<file path="config.mk">
export PLATFORM = sky130hd
export DESIGN_NAME = itq_shell
export DESIGN_NICKNAME = d
export VERILOG_FILES = /design/src/itq_pkg.sv /design/src/itq_shell.sv
export SDC_FILE = /design/constraint.sdc
export NUM_CORES = 1
export LEC_CHECK = 0
export BUFFER_PORTS_ARGS = -buffer_cell sky130_fd_sc_hd__buf_4
export CAP_MARGIN = 20
export CORE_AREA = 4 4 163 165
export CTS_BUF_LIST = sky130_fd_sc_hd__clkbuf_16
export CTS_CLUSTER_DIAMETER = 30
export DETAILED_ROUTE_END_ITERATION = 7
export DIE_AREA = 0 0 167 169
export PLACE_DENSITY = 0.7
export SLEW_MARGIN = 25
export SYNTH_ARGS = -nofsm -noshare
export SYNTH_HDL_FRONTEND = slang
export SYNTH_SLANG_ARGS = --single-unit
export TNS_END_PERCENT = 100
</file>
<file path="constraint.sdc">
create_clock -name mclk_in -period 4.55 [get_ports mclk_in]
set_clock_uncertainty 0.1 [all_clocks]
set_input_delay 0.91 -clock mclk_in [delete_from_list [all_inputs] [get_ports mclk_in]]
set_output_delay 0.91 -clock mclk_in [all_outputs]
set_load 0.02 [all_outputs]
</file>
<file path="src/itq_pkg.sv">
// Constants for the messaging register shell of the target image
package itq_pkg;
  // Image layout
  localparam logic [31:0] SHELL_SIZE = 32'h0000_1000;
  localparam logic [11:0] OFF_OPL_STATUS = 12'h030;
  localparam logic [11:0] OFF_OPL_MASK = 12'h034;
  localparam logic [11:0] OFF_INBOUND_Q = 12'h040;
  localparam logic [11:0] OFF_OUTBOUND_Q = 12'h044;
  localparam int BLOCK_SIZE_W = 4;
  localparam int SHELL_OFF_W = 12;
  // Field positions
  localparam int SERVICE_REQUEST_BIT = 3;
  localparam int MASK_BIT = 3;
  localparam int HOST_INDEX_LSB = 2;
  // Reset values
  localparam logic [31:0] HOST_INDEX_RESET = 32'h0000_0000;
  localparam logic MASK_RESET = 1'b0;
  localparam logic [31:0] DATA_RESET = 32'h0000_0000;
  // Value read from an empty queue
  localparam logic [31:0] EMPTY_QUEUE_WORD = 32'hffff_ffff;
  // Decoded target of an access
  typedef enum logic [2:0] {
    ITQ_TGT_NONE = 3'b000,
    ITQ_TGT_STATUS = 3'b001,
    ITQ_TGT_MASK = 3'b010,
    ITQ_TGT_INQ = 3'b011,
    ITQ_TGT_OUTQ = 3'b100,
    ITQ_TGT_HOSTIDX = 3'b101,
    ITQ_TGT_RSVD = 3'b110,
    ITQ_TGT_FRAME = 3'b111
  } itq_target_t;
endpackage : itq_pkg

</file>
<file path="src/itq_shell.sv">
// Messaging register shell of the target image with its queue ports
`timescale 1ns/1ns
module itq_shell
(
  // Clock and port reset
  input wire logic mclk_in,
  input wire logic rst_in,
  // Memory access into the image, offset from the image base
  input wire logic acc_valid_in,
  input wire logic acc_write_in,
  input wire logic [31:0] acc_addr_in,
  input wire logic [31:0] acc_wdata_in,
  output logic acc_ready_out,
  output logic ack_out,
  output logic claim_out,
  output logic [31:0] rdata_out,
  // Configuration
  input wire logic messaging_unit_enable_in,
  input wire logic ext_outbound_enable_in,
  input wire logic [11:0] host_outbound_index_offset_in,
  input wire logic [3:0] image_block_size_in,
  input wire logic [31:0] iop_outbound_index_in,
  // Inbound free list
  input wire logic ifl_valid_in,
  input wire logic [31:0] ifl_data_in,
  output logic ifl_pop_out,
  // Inbound post list
  output logic ipl_valid_out,
  output logic [31:0] ipl_data_out,
  input wire logic ipl_ready_in,
  // Outbound post list
  input wire logic opl_valid_in,
  input wire logic [31:0] opl_data_in,
  output logic opl_pop_out,
  // Outbound free list
  output logic ofl_valid_out,
  output logic [31:0] ofl_data_out,
  input wire logic ofl_ready_in,
  // Inbound frame storage
  output logic frame_valid_out,
  output logic frame_write_out,
  output logic [31:0] frame_addr_out,
  output logic [31:0] frame_wdata_out,
  input wire logic [31:0] frame_rdata_in,
  // Status
  output logic opl_irq_out,
  output logic [31:0] host_outbound_index_out
);

  logic take;
  itq_pkg::itq_target_t tgt;
  logic [31:0] image_limit;
  logic [11:0] shell_off;
  logic service_req;

  logic mask_q, mask_d;
  logic [31:0] hidx_q, hidx_d;
  logic ipl_valid_q, ipl_valid_d;
  logic [31:0] ipl_data_q, ipl_data_d;
  logic ofl_valid_q, ofl_valid_d;
  logic [31:0] ofl_data_q, ofl_data_d;
  logic ack_q, ack_d;
  logic claim_q, claim_d;
  logic [31:0] rdata_q, rdata_d;
  logic fvalid_q, fvalid_d;
  logic fwrite_q, fwrite_d;
  logic [31:0] faddr_q, faddr_d;
  logic [31:0] fwdata_q, fwdata_d;

  // A pending posted write holds off new accesses until it drains
  assign acc_ready_out = !ipl_valid_q && !ofl_valid_q;
  assign take = acc_valid_in && acc_ready_out;
  assign shell_off = acc_addr_in[itq_pkg::SHELL_OFF_W-1:0];
  assign image_limit = itq_pkg::SHELL_SIZE << image_block_size_in;

  // Address decode
  always_comb
  begin
    tgt = itq_pkg::ITQ_TGT_NONE;
    if (acc_addr_in >= image_limit)
    begin
      tgt = itq_pkg::ITQ_TGT_NONE;
    end
    else if (acc_addr_in >= itq_pkg::SHELL_SIZE)
    begin
      tgt = itq_pkg::ITQ_TGT_FRAME;
    end
    else if (!messaging_unit_enable_in)
    begin
      tgt = itq_pkg::ITQ_TGT_NONE;
    end
    else if (shell_off == itq_pkg::OFF_OPL_STATUS)
    begin
      tgt = itq_pkg::ITQ_TGT_STATUS;
    end
    else if (shell_off == itq_pkg::OFF_OPL_MASK)
    begin
      tgt = itq_pkg::ITQ_TGT_MASK;
    end
    else if (shell_off == itq_pkg::OFF_INBOUND_Q)
    begin
      tgt = itq_pkg::ITQ_TGT_INQ;
    end
    else if (shell_off == itq_pkg::OFF_OUTBOUND_Q)
    begin
      tgt = itq_pkg::ITQ_TGT_OUTQ;
    end
    else if (shell_off[11:2] == host_outbound_index_offset_in[11:2])
    begin
      tgt = itq_pkg::ITQ_TGT_HOSTIDX;
    end
    else
    begin
      tgt = itq_pkg::ITQ_TGT_RSVD;
    end
  end

  // Status ignores the mask by design
  assign service_req = opl_valid_in ||
    (ext_outbound_enable_in && (hidx_q != iop_outbound_index_in));
  assign opl_irq_out = messaging_unit_enable_in && service_req &&
    !mask_q;

  // Destructive reads pop in the cycle the access is taken
  assign ifl_pop_out = take && !acc_write_in &&
    (tgt == itq_pkg::ITQ_TGT_INQ) && ifl_valid_in;
  assign opl_pop_out = take && !acc_write_in &&
    (tgt == itq_pkg::ITQ_TGT_OUTQ) && opl_valid_in;

  always_comb
  begin
    mask_d = mask_q;
    hidx_d = hidx_q;
    ipl_valid_d = ipl_valid_q && !ipl_ready_in;
    ipl_data_d = ipl_data_q;
    ofl_valid_d = ofl_valid_q && !ofl_ready_in;
    ofl_data_d = ofl_data_q;
    ack_d = take;
    claim_d = take && (tgt != itq_pkg::ITQ_TGT_NONE);
    rdata_d = itq_pkg::DATA_RESET;
    fvalid_d = take && (tgt == itq_pkg::ITQ_TGT_FRAME);
    fwrite_d = acc_write_in;
    faddr_d = acc_addr_in;
    fwdata_d = acc_wdata_in;
    if (take)
    begin
      case (tgt)
        itq_pkg::ITQ_TGT_STATUS:
        begin
          rdata_d[itq_pkg::SERVICE_REQUEST_BIT] = service_req;
        end
        itq_pkg::ITQ_TGT_MASK:
        begin
          if (acc_write_in)
          begin
            mask_d = acc_wdata_in[itq_pkg::MASK_BIT];
          end
          rdata_d[itq_pkg::MASK_BIT] = mask_q;
        end
        itq_pkg::ITQ_TGT_INQ:
        begin
          if (acc_write_in)
          begin
            ipl_valid_d = 1'b1;
            ipl_data_d = acc_wdata_in;
          end
          else
          begin
            rdata_d = ifl_valid_in ? ifl_data_in
                                   : itq_pkg::EMPTY_QUEUE_WORD;
          end
        end
        itq_pkg::ITQ_TGT_OUTQ:
        begin
          if (acc_write_in)
          begin
            ofl_valid_d = 1'b1;
            ofl_data_d = acc_wdata_in;
          end
          else
          begin
            rdata_d = opl_valid_in ? opl_data_in
                                   : itq_pkg::EMPTY_QUEUE_WORD;
          end
        end
        itq_pkg::ITQ_TGT_HOSTIDX:
        begin
          if (acc_write_in)
          begin
            hidx_d = {acc_wdata_in[31:itq_pkg::HOST_INDEX_LSB], 2'b00};
          end
          rdata_d = hidx_q;
        end
        itq_pkg::ITQ_TGT_FRAME:
        begin
          rdata_d = frame_rdata_in;
        end
        default:
        begin
          rdata_d = itq_pkg::DATA_RESET;
        end
      endcase
    end
  end

  always_ff @(posedge mclk_in)
  begin
    if (rst_in)
    begin
      mask_q <= itq_pkg::MASK_RESET;
      hidx_q <= itq_pkg::HOST_INDEX_RESET;
      ipl_valid_q <= 1'b0;
      ipl_data_q <= itq_pkg::DATA_RESET;
      ofl_valid_q <= 1'b0;
      ofl_data_q <= itq_pkg::DATA_RESET;
      ack_q <= 1'b0;
      claim_q <= 1'b0;
      rdata_q <= itq_pkg::DATA_RESET;
      fvalid_q <= 1'b0;
      fwrite_q <= 1'b0;
      faddr_q <= itq_pkg::DATA_RESET;
      fwdata_q <= itq_pkg::DATA_RESET;
    end
    else
    begin
      mask_q <= mask_d;
      hidx_q <= hidx_d;
      ipl_valid_q <= ipl_valid_d;
      ipl_data_q <= ipl_data_d;
      ofl_valid_q <= ofl_valid_d;
      ofl_data_q <= ofl_data_d;
      ack_q <= ack_d;
      claim_q <= claim_d;
      rdata_q <= rdata_d;
      fvalid_q <= fvalid_d;
      fwrite_q <= fwrite_d;
      faddr_q <= faddr_d;
      fwdata_q <= fwdata_d;
    end
  end

  assign ack_out = ack_q;
  assign claim_out = claim_q;
  assign rdata_out = rdata_q;
  assign ipl_valid_out = ipl_valid_q;
  assign ipl_data_out = ipl_data_q;
  assign ofl_valid_out = ofl_valid_q;
  assign ofl_data_out = ofl_data_q;
  assign frame_valid_out = fvalid_q;
  assign frame_write_out = fwrite_q;
  assign frame_addr_out = faddr_q;
  assign frame_wdata_out = fwdata_q;
  assign host_outbound_index_out = hidx_q;
endmodule : itq_shell

</file>
==> results_tabular.tex <==
\begin{tabular}{lr}
\hline
Metric & Value \\
\hline
\multicolumn{2}{l}{\textbf{Timing}} \\
\quad Maximum clock frequency & between 0.2 and 0.25 GHz \\
\quad Time the worst path needs with I/O delays and setup & 4.34 ns \\
\quad Transition time at the pin with the least slew margin & $\sim$1.0 ns \\
\quad Worst hold-check slack & around 0.40 ns \\
\quad Final-report max-slew violation count & 0 \\
\quad Sum Neg Setup Slack & 0 ns \\
\quad Number of endpoints with negative hold slack in the final report & 0 \\
\quad Unrepaired setup endpoints after global routing & no \\
\quad Final clock period utilization by the worst path & $\sim$95\% \\
\quad Max-Slew Margin vs Limit & between 30\% and 40\% \\
\quad Final setup violation count & 0 \\
\multicolumn{2}{l}{\textbf{Cells and area}} \\
\quad Fill cell total of the finished layout & 2378 \\
\quad Seq. cell area & $\sim$4000 um2 \\
\quad Multi-input gate area in the final layout & about 4300 um2 \\
\quad Fraction of layout instances using a drive strength above 1 & between 30 and 40\% \\
\quad Post-layout util & about 50\% \\
\quad Area growth from synthesis to final layout & 45.5\% \\
\quad Antenna diodes & 0 \\
\quad Net count, final & between 1.5k and 2k \\
\multicolumn{2}{l}{\textbf{Synthesis}} \\
\quad Synthesis-stage register bit count & 197 \\
\quad Cell type with the highest aggregate area in the netlist & dfxtp\_1 \\
\quad Mapped cell area & 8670 um2 \\
\quad Dominant combinational cell family by area after synthesis & simple AND/OR/NAND/NOR gates \\
\quad Dominant cells by area after synthesis & dfxtp\_1 45\%, mux2i\_1 11\%, nor2b\_1 5.1\% \\
\quad Multiplexer share of the synthesized area & $\sim$11\% \\
\quad Number of distinct standard cells referenced by the synthesized netlist & 61 \\
\quad Parity-gate share of the synthesized area counting xor and xnor cells & about 4.1\% \\
\quad Post-synth top flop & dfxtp\_1 \\
\quad Syn avg cell area & roughly 9.7 um2 \\
\quad Async S/R FF share, synth & 0\% \\
\quad Number of warnings printed during yosys synthesis & 0 \\
\quad Share of Yosys cell area claimed by the top area cell type & around 45\% \\
\quad Adder-cell share of the synthesized area & under 10\% \\
\quad Sequential cell area fraction in the yosys report & between 40\% and 50\% \\
\quad Synthesized-area fraction occupied by and/or/nand/nor cells & between 20\% and 30\% \\
\quad Post-Synthesis Cells & between 800 and 900 \\
\quad Number of flops mapped to enable cells by yosys & 0 \\
\quad Compound-gate portion of the synthesized area & around 11\% \\
\multicolumn{2}{l}{\textbf{Status}} \\
\quad Outcome & completed \\
\multicolumn{2}{l}{\textbf{Setup path}} \\
\quad Data arrival time of the critical path & 3.33 ns \\
\quad Critical path's largest stage delay & roughly 0.5 ns \\
\quad Critical path's most frequent cell & buf\_4 \\
\quad Critical register-to-register path endpoint & host\_outbound\_index\_out[17]\$\_SDFFE\_PP0P\_ \\
\quad Worst reg2reg path depth & 5 \\
\quad Worst Setup End Kind & primary output \\
\quad Worst Setup Path Type & in -> out \\
\quad Required time reported for the critical path endpoint & 3.54 ns \\
\quad Startpoint class of the critical path & primary input \\
\quad Launch point of the critical path & acc\_addr\_in[0] \\
\quad Worst reg2reg setup slack & 1.93 ns \\
\quad Critical R2R Launch & ofl\_valid\_out\$\_SDFF\_PP0\_ \\
\quad Crit path max-delay cell type & or4b\_1 \\
\quad Worst-path fanout max & 4 \\
\quad Cells traversed along the worst timing path & buf\_4, nor4\_2, o211ai\_2, nor4\_1, or4b\_1, a211oi\_2, and3\_1, buf\_4 \\
\multicolumn{2}{l}{\textbf{Drt}} \\
\quad Via total after detailed routing & between 7k and 8k \\
\quad Count of antenna-violating nets left after detailed routing & 0 \\
\quad Wire length reported by the detailed router & 32400 um \\
\quad DR DRC count & 0 \\
\quad Via/cell ratio & 4.87 \\
\quad DR WL/cell & 19.9 um \\
\quad Drt initial violations & around 450 \\
\quad DRT Pass-1 Iters & 5 \\
\multicolumn{2}{l}{\textbf{Floorplan}} \\
\quad Die area & $\sim$28000 um2 \\
\quad Vert. Die Dim & $\sim$170 um \\
\quad Rows & 58 \\
\quad Placeable core region & between 20000 and 30000 um2 \\
\quad Starting density of the core & 34.6\% \\
\quad Number of top-level pins & 420 \\
\quad Die Width & 167 um \\
\multicolumn{2}{l}{\textbf{Worst hold path}} \\
\quad Worst Hold Path Cells & 2 \\
\quad Class of the most critical hold timing path & reg -> reg \\
\quad Hold\_sp & ipl\_data\_out[3]\$\_SDFFE\_PP0P\_ \\
\quad Sink of the worst hold path & ipl\_data\_out[3]\$\_SDFFE\_PP0P\_ \\
\multicolumn{2}{l}{\textbf{Clocking}} \\
\quad Post-CTS Repair Setup Buffers & 0 \\
\quad Hold-fix buffers, CTS & 0 \\
\quad Clock slew at the register clock pins of the worst setup and hold paths & approximately 0.08 ns \\
\quad H-Tree Depth & 4 \\
\quad Clock tree from TritonCTS & built \\
\quad Sink Count & between 150 and 200 \\
\quad Clock latency on the worst-skew pair & 0.43 ns \\
\quad Buffer type at the clock tree root & clkbuf\_16 \\
\quad Maximum root-to-sink buffer count & 2 \\
\quad CTS Buf Count & 17 \\
\quad Cts repair resizes & 0 \\
\multicolumn{2}{l}{\textbf{Place}} \\
\quad Port Buf Inserts & a little over 400 \\
\quad Placer Congestion & 0.888 \\
\quad Half-perimeter wire length of the detailed placement result & between 20000 and 30000 um \\
\multicolumn{2}{l}{\textbf{Global route}} \\
\quad Grt total ovfl & 0 \\
\quad Vias in the first global route & around 8.0k \\
\quad Wire length of the first global-routing pass & 48100 um \\
\quad Maximum number of pins on one net before global-route repair & 69 \\
\quad Number of antenna violations at the first check in global routing & 1 \\
\quad Global-route usage over all layers & a little over a fifth \\
\multicolumn{2}{l}{\textbf{Power and ir drop}} \\
\quad Leakage power of the design & $\sim$5.6 nW \\
\quad Power density normalized to cell area & between 300 and 400 nW/um2 \\
\quad Worst IR Drop VDD & approximately 0.00026 V \\
\multicolumn{2}{l}{\textbf{Run}} \\
\quad Number of maximum-capacitance violations & 0 \\
\hline
\end{tabular}
## synthesized netlist by cell type (all sizes together), types with 3 or more instances
cell type and n:
clkbuf 30, ha 16, dfxtp 197, a21o 32
o21ai 14, buf 26, and4b 3, nand3 9
o211ai 4, nor4 10, nor2 108, a21oi 8
inv 34, a22oi 26, nand2b 30, and2 5
and3 6, nand4 13, mux2i 95, xnor2 40
nor3 6, nand2 55, nor2b 71, nor4b 3
a31oi 29, a41oi 3
## how the worst max path moves through the flow
stage	slack, ns	end	cells past startpoint
after floorplan	0.60	opl_pop_out	10
after global placement	0.23	ifl_pop_out	11
after detailed placement	0.26	host_outbound_index_out[17]$_SDFFE_PP0P_	12
after CTS	0.25	ifl_pop_out	8
after global routing	0.1	ifl_pop_out	8
final	0.21	ifl_pop_out	8
## sequential cells by signal, summed over array words and instances, names as in the netlist
name / flops
frame_wdata_out: 32
frame_valid_out: 1
frame_write_out: 1
rdata_out: 32
mask_q: 1
ipl_valid_out: 1
ofl_data_out: 32
host_outbound_index_out: 30
ofl_valid_out: 1
frame_addr_out: 32
ipl_data_out: 32
claim_out: 1
ack_out: 1
## layout by cell type, fill, tap and decap left out, types with 3 or more instances in the layout
master,instances
nand3_1,8
dfxtp_1,197
nand4_1,11
nor2b_1,71
nor3_1,3
clkbuf_16,17
ha_1,16
a22oi_2,10
and3_1,6
mux2i_1,95
inv_6,5
nand2_1,55
nand2b_1,30
buf_4,424
a31oi_1,29
o21ai_0,9
a41oi_1,3
inv_1,34
a21o_1,32
a22oi_1,16
a21oi_1,8
and2_1,5
nor2_1,108
nor4_1,7
clkinv_8,5
o21ai_1,5
xnor2_1,39
## where the power goes
group	switching (mW)	internal, mW
registers	0.00768	1.75
clock network	0.817	0.810
logic	0.210	0.219
total	1.03	2.78
## metal layers
metal	vias up	track usage [%]	part of all wire, %
li1	3822	-	-
met1	3703	28.2	42
met2	359	36.4	47
met3	49	6.10	7.9
met4	2	6.58	2.5
met5	-	0	0.040
## cell families after synthesis
family | after synthesis
AOI/OAI and AO/OA | 126
xor gates and xnor gates | 40
adders and majority gates | 16
buffers and inverters | 90
DFF | 197
muxes | 96
other | 1
and+or+nand+nor | 331
## worst max-delay path, delay by kind of cell
family	cells	cell delay, ns
and+or+nand+nor	4	1.62
buffers and inverters	2	0.28
AOI/OAI and AO/OA	2	0.51
## layout make-up
cell class | count | area share, %
Tap cell | 330 | 3.27
Inverter | 34 | 1.01
Sequential cell | 197 | 31.3
Multi-Input combinational cell | 611 | 33.9
Clock buffer | 17 | 3.37
Timing Repair Buffer | 426 | 25.5
Clock inverter | 15 | 1.65
## through the flow
stage	worst slack (ns)	instances	area [um2]	total power [mW]
after floorplan	0.600	898	8680	1.97
after global placement	0.233	1598	12000	2.23
after detailed placement	0.256	1598	12000	2.23
after CTS	0.254	1630	12600	3.85
after global routing	0.0953	1630	12600	3.95
final	0.213	1630	12600	3.82
No activity file was read; power rests on OpenSTA's default activity.
